[config.mk]
export PLATFORM = sky130hd
export DESIGN_NAME = pdw_top
export DESIGN_NICKNAME = d
export VERILOG_FILES = /design/src/hw/pdw_pkg.sv /design/src/hw/pdw_edge_if.sv /design/src/hw/pdw_edge.sv /design/src/hw/pdw_top.sv
export SDC_FILE = /design/constraint.sdc
export NUM_CORES = 1
export LEC_CHECK = 0
export ABC_AREA = 0
export BUFFER_PORTS_ARGS = -buffer_cell sky130_fd_sc_hd__buf_2
export CAP_MARGIN = 10
export CORE_MARGIN = 4
export CORE_UTILIZATION = 40
export DETAILED_ROUTE_END_ITERATION = 6
export MAX_ROUTING_LAYER = met4
export PLACE_DENSITY = 0.63
export SLEW_MARGIN = 10
export SYNTH_ARGS = -nofsm -noshare
export SYNTH_HDL_FRONTEND = slang
export SYNTH_SLANG_ARGS = --single-unit
export TNS_END_PERCENT = 20
[constraint.sdc]
create_clock -name CORE_CLK -period 11.4 [get_ports CORE_CLK]
set_clock_uncertainty 0.15 [all_clocks]
set_input_delay 2.28 -clock CORE_CLK [delete_from_list [all_inputs] [get_ports CORE_CLK]]
set_output_delay 2.28 -clock CORE_CLK [all_outputs]
set_load 0.05 [all_outputs]
[src/hw/pdw_pkg.sv]
// package: constants for the power-down and pin resume block
package pdw_pkg;

  // ---------------------------------------------------------------
  // mode selector values for second-port special accesses
  // ---------------------------------------------------------------
  localparam logic [3:0] MODE_PEND = 4'h9;
  localparam logic [3:0] MODE_EDGE = 4'hA;
  localparam logic [3:0] MODE_EN = 4'hB;
  localparam logic [3:0] MODE_DIR = 4'hF;

  // ---------------------------------------------------------------
  // reset values
  // ---------------------------------------------------------------
  localparam logic [7:0] EN_RST = 8'hFF;
  localparam logic [7:0] EDGE_RST = 8'hFF;
  localparam logic [7:0] DIR_RST = 8'hFF;
  localparam logic [7:0] DATA_RST = 8'h00;
  localparam logic [7:0] PEND_RST = 8'h00;
  localparam logic [10:0] PC_WAKE = 11'h7FF;

  // ---------------------------------------------------------------
  // timing
  // ---------------------------------------------------------------
  localparam int unsigned CLK_NS = 32'h0000_0004;
  localparam int unsigned NS_PER_US = 32'h0000_03E8;
  localparam int unsigned TIMEOUT_US = 32'h0000_3E80;
  localparam int unsigned TIMEOUT_CYC = TIMEOUT_US * NS_PER_US / CLK_NS;

  // ---------------------------------------------------------------
  // states
  // ---------------------------------------------------------------
  typedef enum logic {
    ST_RUN = 1'b0,
    ST_HALT = 1'b1
  } pdw_state_type;

endpackage

[src/hw/pdw_edge_if.sv]
// interface: edge select in, qualified edge hits out
`timescale 1ns/100ps
interface pdw_edge_if;
  logic [7:0] edge_sel;
  logic [7:0] hits;
  modport det (input edge_sel, output hits);
  modport use_side (output edge_sel, input hits);
endinterface

[src/hw/pdw_edge.sv]
// module: second-port pin synchroniser and selected edge detector
`timescale 1ns/100ps
module pdw_edge (
  // clock and reset
  input wire logic clk,
  input wire logic rst,
  // pins
  input wire logic [7:0] pins,
  // edge select and hits
  pdw_edge_if.det e
);
  logic [7:0] sync1_q;
  logic [7:0] sync1_d;
  logic [7:0] sync2_q;
  logic [7:0] sync2_d;
  logic [7:0] prev_q;
  logic [7:0] prev_d;

  // ---------------------------------------------------------------
  // sample registers
  // ---------------------------------------------------------------
  always_comb begin
    sync1_d = pins;
    sync2_d = sync1_q;
    prev_d = sync2_q;
  end

  always_ff @(posedge clk or posedge rst) begin
    if (rst) begin
      sync1_q <= 8'h00;
      sync2_q <= 8'h00;
      prev_q <= 8'h00;
    end else begin
      sync1_q <= sync1_d;
      sync2_q <= sync2_d;
      prev_q <= prev_d;
    end
  end

  // ---------------------------------------------------------------
  // per-pin edge choice
  // ---------------------------------------------------------------
  genvar i;
  generate
    for (i = 0; i < 8; i++) begin : g_pin
      // 1 picks falling, 0 picks rising
      assign e.hits[i] = e.edge_sel[i] ? (prev_q[i] & ~sync2_q[i])
                                       : (~prev_q[i] & sync2_q[i]);
    end
  endgenerate

endmodule

[src/hw/pdw_top.sv]
// module: power-down control with multi-input pin resume
`timescale 1ns/100ps
//
// Contract
// - halt instruction enters power-down and stops the core clock
// - while powered down only the supervisor timer keeps running
// - halt with timer enabled clears timer, sets expiry, clears halted
// - leave power-down only on timer overflow, enabled pin edge, reset pin
// - resume enable bits are active low; set bit masks its pin
// - edge select bit 1 picks falling edge, 0 picks rising edge
// - reset loads resume enable and edge select with all ones
// - selected edge latches a one in pending until software clears it
// - pin wakeup loads program counter with top address, like reset
// - pending register needs no defined value after reset
// - port write with pending selected swaps accumulator and pending
// - mode 09h pending, 0Ah edge, 0Bh enable, 0Fh direction
// - same edge and pending logic gives run interrupt and wakeup
// - supervisor timer timeout clears the expiry flag
//
module pdw_top #(
  parameter int unsigned TIMER_CYCLES = pdw_pkg::TIMEOUT_CYC
) (
  // clock and reset
  input wire logic CORE_CLK,
  input wire logic RST,
  input wire logic EXTERNAL_RESET_PIN_N,
  // core instruction strobes
  input wire logic HALT_EXEC,
  input wire logic TIMER_CLEAR,
  input wire logic TIMER_ENABLE,
  // second-port exchange
  input wire logic PORT_WR,
  input wire logic [3:0] MODE_VALUE,
  input wire logic [7:0] ACC_IN,
  output logic [7:0] ACC_OUT,
  output logic ACC_OUT_VALID,
  output logic [7:0] PORT_DIR,
  output logic [7:0] PORT_DATA,
  // pins
  input wire logic [7:0] SECOND_PORT_PINS,
  // power and status
  output logic CORE_CLK_EN,
  output logic EXPIRY_FLAG,
  output logic HALTED_FLAG,
  output logic PC_LOAD,
  output logic TIMER_RESET,
  output logic PIN_IRQ,
  output logic [7:0] RESUME_PENDING
);
  pdw_edge_if e ();
  pdw_pkg::pdw_state_type state_q, state_d;
  logic [7:0] en_n_q, en_n_d, edge_q, edge_d, pend_q, pend_d;
  logic [7:0] dir_q, dir_d, data_q, data_d, acc_q, acc_d;
  logic [31:0] cnt_q, cnt_d;
  logic expiry_q, expiry_d, halted_q, halted_d, run_q, run_d;
  logic accv_q, accv_d, pcl_q, pcl_d, trst_q, trst_d, irq_q, irq_d;
  logic [7:0] en_hit;
  logic ovf, rext, run, halt_req, swap, wake;

  pdw_edge u_edge (
    .clk(CORE_CLK),
    .rst(RST),
    .pins(SECOND_PORT_PINS),
    .e(e.det)
  );

  // ---------------------------------------------------------------
  // events
  // ---------------------------------------------------------------
  assign e.edge_sel = edge_q;
  assign en_hit = e.hits & ~en_n_q;
  assign rext = ~EXTERNAL_RESET_PIN_N;
  assign run = (state_q == pdw_pkg::ST_RUN);
  assign halt_req = run & HALT_EXEC;
  assign swap = run & PORT_WR & (MODE_VALUE == pdw_pkg::MODE_PEND);
  assign ovf = TIMER_ENABLE & (cnt_q == TIMER_CYCLES - 1);
  assign wake = ~run & ((|en_hit) | ovf | rext);

  // ---------------------------------------------------------------
  // next state
  // ---------------------------------------------------------------
  always_comb begin
    state_d = state_q;
    case (state_q)
      pdw_pkg::ST_RUN: begin
        if (HALT_EXEC && !rext) begin
          state_d = pdw_pkg::ST_HALT;
        end
      end
      pdw_pkg::ST_HALT: begin
        if (wake) begin
          state_d = pdw_pkg::ST_RUN;
        end
      end
      default: state_d = pdw_pkg::ST_RUN;
    endcase
    run_d = (state_d == pdw_pkg::ST_RUN);
    // timer alone keeps counting while halted
    if (rext || halt_req || (run && TIMER_CLEAR) || !TIMER_ENABLE) begin
      cnt_d = 32'h0000_0000;
    end else if (ovf) begin
      cnt_d = 32'h0000_0000;
    end else begin
      cnt_d = cnt_q + 32'h0000_0001;
    end
    expiry_d = expiry_q;
    halted_d = halted_q;
    if (ovf) begin
      expiry_d = 1'b0;
    end else if (halt_req && TIMER_ENABLE) begin
      expiry_d = 1'b1;
    end else if (run && TIMER_CLEAR) begin
      expiry_d = 1'b1;
    end
    if (halt_req) begin
      halted_d = 1'b0;
    end else if (run && TIMER_CLEAR) begin
      halted_d = 1'b1;
    end
    pcl_d = rext | ovf | (~run & (|en_hit));
    trst_d = ovf;
    irq_d = run & (|en_hit);
    // pending: set wins over software write
    pend_d = pend_q | e.hits;
    acc_d = acc_q;
    accv_d = 1'b0;
    en_n_d = en_n_q;
    edge_d = edge_q;
    dir_d = dir_q;
    data_d = data_q;
    if (rext) begin
      en_n_d = pdw_pkg::EN_RST;
      edge_d = pdw_pkg::EDGE_RST;
      dir_d = pdw_pkg::DIR_RST;
    end else if (run && PORT_WR) begin
      if (swap) begin
        pend_d = ACC_IN | e.hits;
        acc_d = pend_q;
        accv_d = 1'b1;
      end else if (MODE_VALUE == pdw_pkg::MODE_EDGE) begin
        edge_d = ACC_IN;
      end else if (MODE_VALUE == pdw_pkg::MODE_EN) begin
        en_n_d = ACC_IN;
      end else if (MODE_VALUE == pdw_pkg::MODE_DIR) begin
        dir_d = ACC_IN;
      end else begin
        data_d = ACC_IN;
      end
    end
  end

  // ---------------------------------------------------------------
  // registers
  // ---------------------------------------------------------------
  always_ff @(posedge CORE_CLK or posedge RST) begin
    if (RST) begin
      state_q <= pdw_pkg::ST_RUN;
      run_q <= 1'b1;
      cnt_q <= 32'h0000_0000;
      expiry_q <= 1'b1;
      halted_q <= 1'b1;
      pcl_q <= 1'b0;
      trst_q <= 1'b0;
      irq_q <= 1'b0;
      pend_q <= pdw_pkg::PEND_RST;
      acc_q <= 8'h00;
      accv_q <= 1'b0;
      en_n_q <= pdw_pkg::EN_RST;
      edge_q <= pdw_pkg::EDGE_RST;
      dir_q <= pdw_pkg::DIR_RST;
      data_q <= pdw_pkg::DATA_RST;
    end else begin
      state_q <= state_d;
      run_q <= run_d;
      cnt_q <= cnt_d;
      expiry_q <= expiry_d;
      halted_q <= halted_d;
      pcl_q <= pcl_d;
      trst_q <= trst_d;
      irq_q <= irq_d;
      pend_q <= pend_d;
      acc_q <= acc_d;
      accv_q <= accv_d;
      en_n_q <= en_n_d;
      edge_q <= edge_d;
      dir_q <= dir_d;
      data_q <= data_d;
    end
  end

  assign CORE_CLK_EN = run_q;
  assign EXPIRY_FLAG = expiry_q;
  assign HALTED_FLAG = halted_q;
  assign PC_LOAD = pcl_q;
  assign TIMER_RESET = trst_q;
  assign PIN_IRQ = irq_q;
  assign RESUME_PENDING = pend_q;
  assign ACC_OUT = acc_q;
  assign ACC_OUT_VALID = accv_q;
  assign PORT_DIR = dir_q;
  assign PORT_DATA = data_q;
endmodule

==> impl_table.tex <==
\begin{tabular}{lr}
\hline
Metric & Value \\
\hline
\multicolumn{2}{l}{\textbf{Status}} \\
Result of the run & finished clean \\
\multicolumn{2}{l}{\textbf{Timing}} \\
Setup TNS Final & 0 ns \\
Final period demand of the worst path & between 3 and 4 ns \\
Finish-stage setup viols & 0 \\
Worst hold slack & 0.2016 ns \\
Slew at the pin closest to its max-slew limit & 1.133 ns \\
Highest clock rate & between 200 and 300 MHz \\
Setup repair after global routing missed its margin & false \\
Final Max Slew Viols & 0 \\
Worst slew slack as a fraction of its limit & between 20\% and 30\% \\
Number of failing hold endpoints at the final stage & 0 \\
Final clock period utilization by the worst path & between 30\% and 40\% \\
\multicolumn{2}{l}{\textbf{Setup path}} \\
Worst R2R End & cnt\_q[28] \\
Max stage delay cell, worst path & sky130\_fd\_sc\_hd\_\_a21oi\_1 \\
Crit Path Max Fanout & 31 \\
Crit path cell chain & buf\_2 -> nand3\_1 -> a21oi\_1 -> mux2\_2 \\
Beginning of the worst register-to-register path & cnt\_q[0] \\
Kind of end point of the critical path & flop \\
CP Data Required Time & around 11 ns \\
Length in cells of the worst reg-to-reg path & 6 \\
Worst setup path category & input port to flop \\
Arrival time reported for the critical path endpoint & around 4.0 ns \\
Cell class contributing the biggest share of worst-path delay & compound AO/OA/AOI/OAI gates \\
Worst path buffer plus inverter count & 1 \\
Largest stage delay, worst path & roughly 0.70 ns \\
Slack of the worst reg-to-reg path & 8.69 ns \\
Worst Setup Start Kind & input port \\
\multicolumn{2}{l}{\textbf{Yosys}} \\
Dominant cells by area after synthesis & sky130\_fd\_sc\_hd\_\_dfrtp\_1 (45\%), sky130\_fd\_sc\_hd\_\_dfstp\_2 (15\%), sky130\_fd\_sc\_hd\_\_mux2i\_1 (5.1\%) \\
Share of the synthesized area in the top cell type & about 45\% \\
Post-synthesis instance area & roughly 4700 um2 \\
Post-synthesis register bit count & $\sim$110 \\
Portion of the post-synthesis area used by sequential elements & between 50\% and 60\% \\
Dominant cell type by area after synthesis & sky130\_fd\_sc\_hd\_\_dfrtp\_1 \\
Synthesized netlist net count & roughly 430 \\
Yosys cell types & 46 \\
EDFF count, synth & 0 \\
Dominant register cell in the synthesized netlist & sky130\_fd\_sc\_hd\_\_dfrtp\_1 \\
Mean post-synth cell area & around 12 um2 \\
Number of warnings issued by yosys & 0 \\
Asr flop ratio synth & 100.0\% \\
Cell count after synthesis & between 400 and 500 \\
\multicolumn{2}{l}{\textbf{Worst hold path}} \\
Hold path endpoint & u\_edge.prev\_d[7] \\
Hold path depth & 0 \\
Min-Delay Path Class & flop to flop \\
Origin of the worst min-delay path & u\_edge.sync1\_q[7] \\
\multicolumn{2}{l}{\textbf{Clock network}} \\
\# resized after CTS & 0 \\
Clock insertion delay at the later pin of the skew report & around 0.36 ns \\
Count of hold buffers inserted by post-cts repair & 0 \\
CTS tree & done \\
Register clock-pin slew on the reported worst setup and hold paths & 0.08 ns \\
Clock sinks & 112 \\
CTS root buf & sky130\_fd\_sc\_hd\_\_clkbuf\_16 \\
Number of buffers created by CTS & 9 \\
Max Root-Sink Buffers & 2 \\
H-tree depth & 3 \\
Post-CTS Setup Repair Bufs & 0 \\
\multicolumn{2}{l}{\textbf{Cells and area}} \\
Most frequent cells in the layout & sky130\_fd\_sc\_hd\_\_dfrtp\_1 (85), sky130\_fd\_sc\_hd\_\_buf\_2 (65), sky130\_fd\_sc\_hd\_\_nand2\_1 (49), sky130\_fd\_sc\_hd\_\_nor2\_1 (38), sky130\_fd\_sc\_hd\_\_dfstp\_2 (27) \\
Most common cell after layout, fill and taps aside & sky130\_fd\_sc\_hd\_\_dfrtp\_1 \\
Inserted Diodes & 0 \\
Storage cell area & between 2000 and 3000 um2 \\
Area growth from synthesis to final layout & 16.10\% \\
Layout cell share with drive strength beyond 1 & a little under a third \\
Area occupied by multi-input gates & around 1800 um2 \\
Number of filler cells placed in the layout & between 1000 and 1500 \\
Total number of nets in the final design & roughly 500 \\
\multicolumn{2}{l}{\textbf{Die}} \\
Site Rows & 39 \\
Initial core utilization & about two fifths \\
Top-level I/O count & 66 \\
Chip height & 116.9 um \\
Placeable core area & 11520 um2 \\
Die area & approximately 14000 um2 \\
Die Width & between 100 and 150 um \\
\multicolumn{2}{l}{\textbf{Route}} \\
Residual DRC count & 0 \\
Antenna Violating Nets Remaining & 0 \\
Initial DRT Pass Iterations & 4 \\
Average routed wire per standard cell & around 15 um \\
Violation count after the first detailed-route iteration & about 170 \\
Detailed-route wire length & about 9600 um \\
Detail-routed via count per cell & 5.171 \\
Routed vias & approximately 3200 \\
\multicolumn{2}{l}{\textbf{Power and ir drop}} \\
Overall power & 890.6 uW \\
Power per cell area & 161.6 nW/um2 \\
VDD IR max & between 80 and 90 uV \\
Leakage component of the power & 2.330 nW \\
\multicolumn{2}{l}{\textbf{Job}} \\
Max-Cap Viols & 0 \\
\multicolumn{2}{l}{\textbf{Global route}} \\
Total overflow reported by the global router & 0 \\
Maximum number of pins on one net before global-route repair & just under 90 \\
Overall global routing resource usage & between 10\% and 20\% \\
Initial antenna violation count & 0 \\
Vias in the first global route & $\sim$3100 \\
Wire length of the first global-routing pass & about 16000 um \\
\multicolumn{2}{l}{\textbf{Placement}} \\
Post-DP HPWL & $\sim$6600 um \\
\# port buffers & 65 \\
Global placer's final weighted congestion & about 0.80 \\
\hline
\end{tabular}
[registers in the layout (all words and copies together), names as in the netlist, 8 cells and up]
| register | cells |
|---|---|
| ACC_OUT | 8 |
| PORT_DIR | 8 |
| u_edge.sync1_q | 8 |
| en_n_q | 8 |
| u_edge.prev_q | 8 |
| u_edge.prev_d | 8 |
| cnt_q | 32 |
| e.edge_sel | 8 |
| RESUME_PENDING | 8 |
| PORT_DATA | 8 |
[routing by layer]
| layer | part of all wire [%] | track usage [%] |
|---|---|---|
| met4 | 2.1 | 5.505 |
| met5 | 0 | - |
| met3 | 4.7 | 3.856 |
| met1 | 45 | 19.51 |
| met2 | 48 | 23.40 |
[per-stage QoR]
| stage | setup WS (ns) | cell area (um2) | instances | utilization [%] |
|---|---|---|---|---|
| floorplan | 6.056 | 4747 | 405 | - |
| global placement | 7.138 | 5197 | 605 | 45.13 |
| detailed placement | 7.097 | 5197 | 605 | 45.13 |
| CTS | 7.475 | 5505 | 621 | 47.81 |
| global route | 7.378 | 5512 | 621 | 47.86 |
| finish | 7.485 | 5512 | 621 | 47.86 |
[layout make-up]
type	instances	area share, %
inverters	9	0.6583
flip-flops and latches	112	51.46
well taps	143	3.246
clock inverters	7	1.498
repair buffers	67	6.175
multi-input cells	274	32.87
clock buffers	9	4.086
[Yosys cell counts, types with 2 or more instances]
cell type / n
sky130_fd_sc_hd__a21oi_1: 7
sky130_fd_sc_hd__and2_1: 3
sky130_fd_sc_hd__and3_1: 6
sky130_fd_sc_hd__and3b_1: 2
sky130_fd_sc_hd__buf_8: 2
sky130_fd_sc_hd__clkbuf_1: 6
sky130_fd_sc_hd__dfrtp_1: 85
sky130_fd_sc_hd__dfstp_2: 27
sky130_fd_sc_hd__inv_1: 9
sky130_fd_sc_hd__mux2_2: 16
sky130_fd_sc_hd__mux2i_1: 24
sky130_fd_sc_hd__nand2_1: 49
sky130_fd_sc_hd__nand3_1: 22
sky130_fd_sc_hd__nand3b_1: 4
sky130_fd_sc_hd__nand4_1: 16
sky130_fd_sc_hd__nor2_1: 38
sky130_fd_sc_hd__nor2_2: 13
sky130_fd_sc_hd__nor2b_1: 2
sky130_fd_sc_hd__nor3_1: 5
sky130_fd_sc_hd__nor3b_1: 2
sky130_fd_sc_hd__nor4_1: 8
sky130_fd_sc_hd__o211ai_1: 4
sky130_fd_sc_hd__o21ai_0: 3
sky130_fd_sc_hd__o22ai_1: 2
sky130_fd_sc_hd__xnor2_1: 9
sky130_fd_sc_hd__xor2_1: 21
[worst register-to-register path: stages (launching register included)]
cell                        delay (ns)
sky130_fd_sc_hd__dfrtp_1          0.41
sky130_fd_sc_hd__ha_1             0.23
sky130_fd_sc_hd__nand3_1          0.17
sky130_fd_sc_hd__or3_4            0.44
sky130_fd_sc_hd__or4_4            0.59
sky130_fd_sc_hd__o2111ai_4        0.45
sky130_fd_sc_hd__nor2_1           0.13
[how the worst max path moves through the flow]
stage,startpoint,end,slack (ns),cells after the start
after floorplan,RST,ACC_OUT[0],6.06,1
after global placement,EXTERNAL_RESET_PIN_N,PORT_DATA[4],7.14,4
after detailed placement,EXTERNAL_RESET_PIN_N,PORT_DATA[4],7.10,4
after CTS,EXTERNAL_RESET_PIN_N,PORT_DATA[4],7.47,4
after global routing,TIMER_ENABLE,cnt_q[20],7.38,6
final,EXTERNAL_RESET_PIN_N,PORT_DATA[4],7.49,4
[logic make-up (layout without fill, tap and decap cells)]
| logic type | Yosys count | in the layout | synth area share (%) |
|---|---|---|---|
| buffers and inverters | 19 | 92 | 2.399 |
| and+or+nand+nor | 179 | 179 | 19.40 |
| AOI/OAI and AO/OA | 24 | 24 | 3.796 |
| xor gates and xnor gates | 30 | 30 | 5.535 |
| adders and majority gates | 1 | 1 | 0.2635 |
| DFF | 112 | 112 | 59.75 |
| muxes | 40 | 40 | 8.856 |
[report_power, final]
| group | leakage, nW | switching [mW] | internal [mW] |
|---|---|---|---|
| combinational | 0.839 | 0.0952 | 0.0323 |
| sequential | 1.34 | 0.0136 | 0.422 |
| clock | 0.152 | 0.152 | 0.175 |
| total | 2.33 | 0.261 | 0.629 |
No activity file was read; power rests on OpenSTA's default activity.
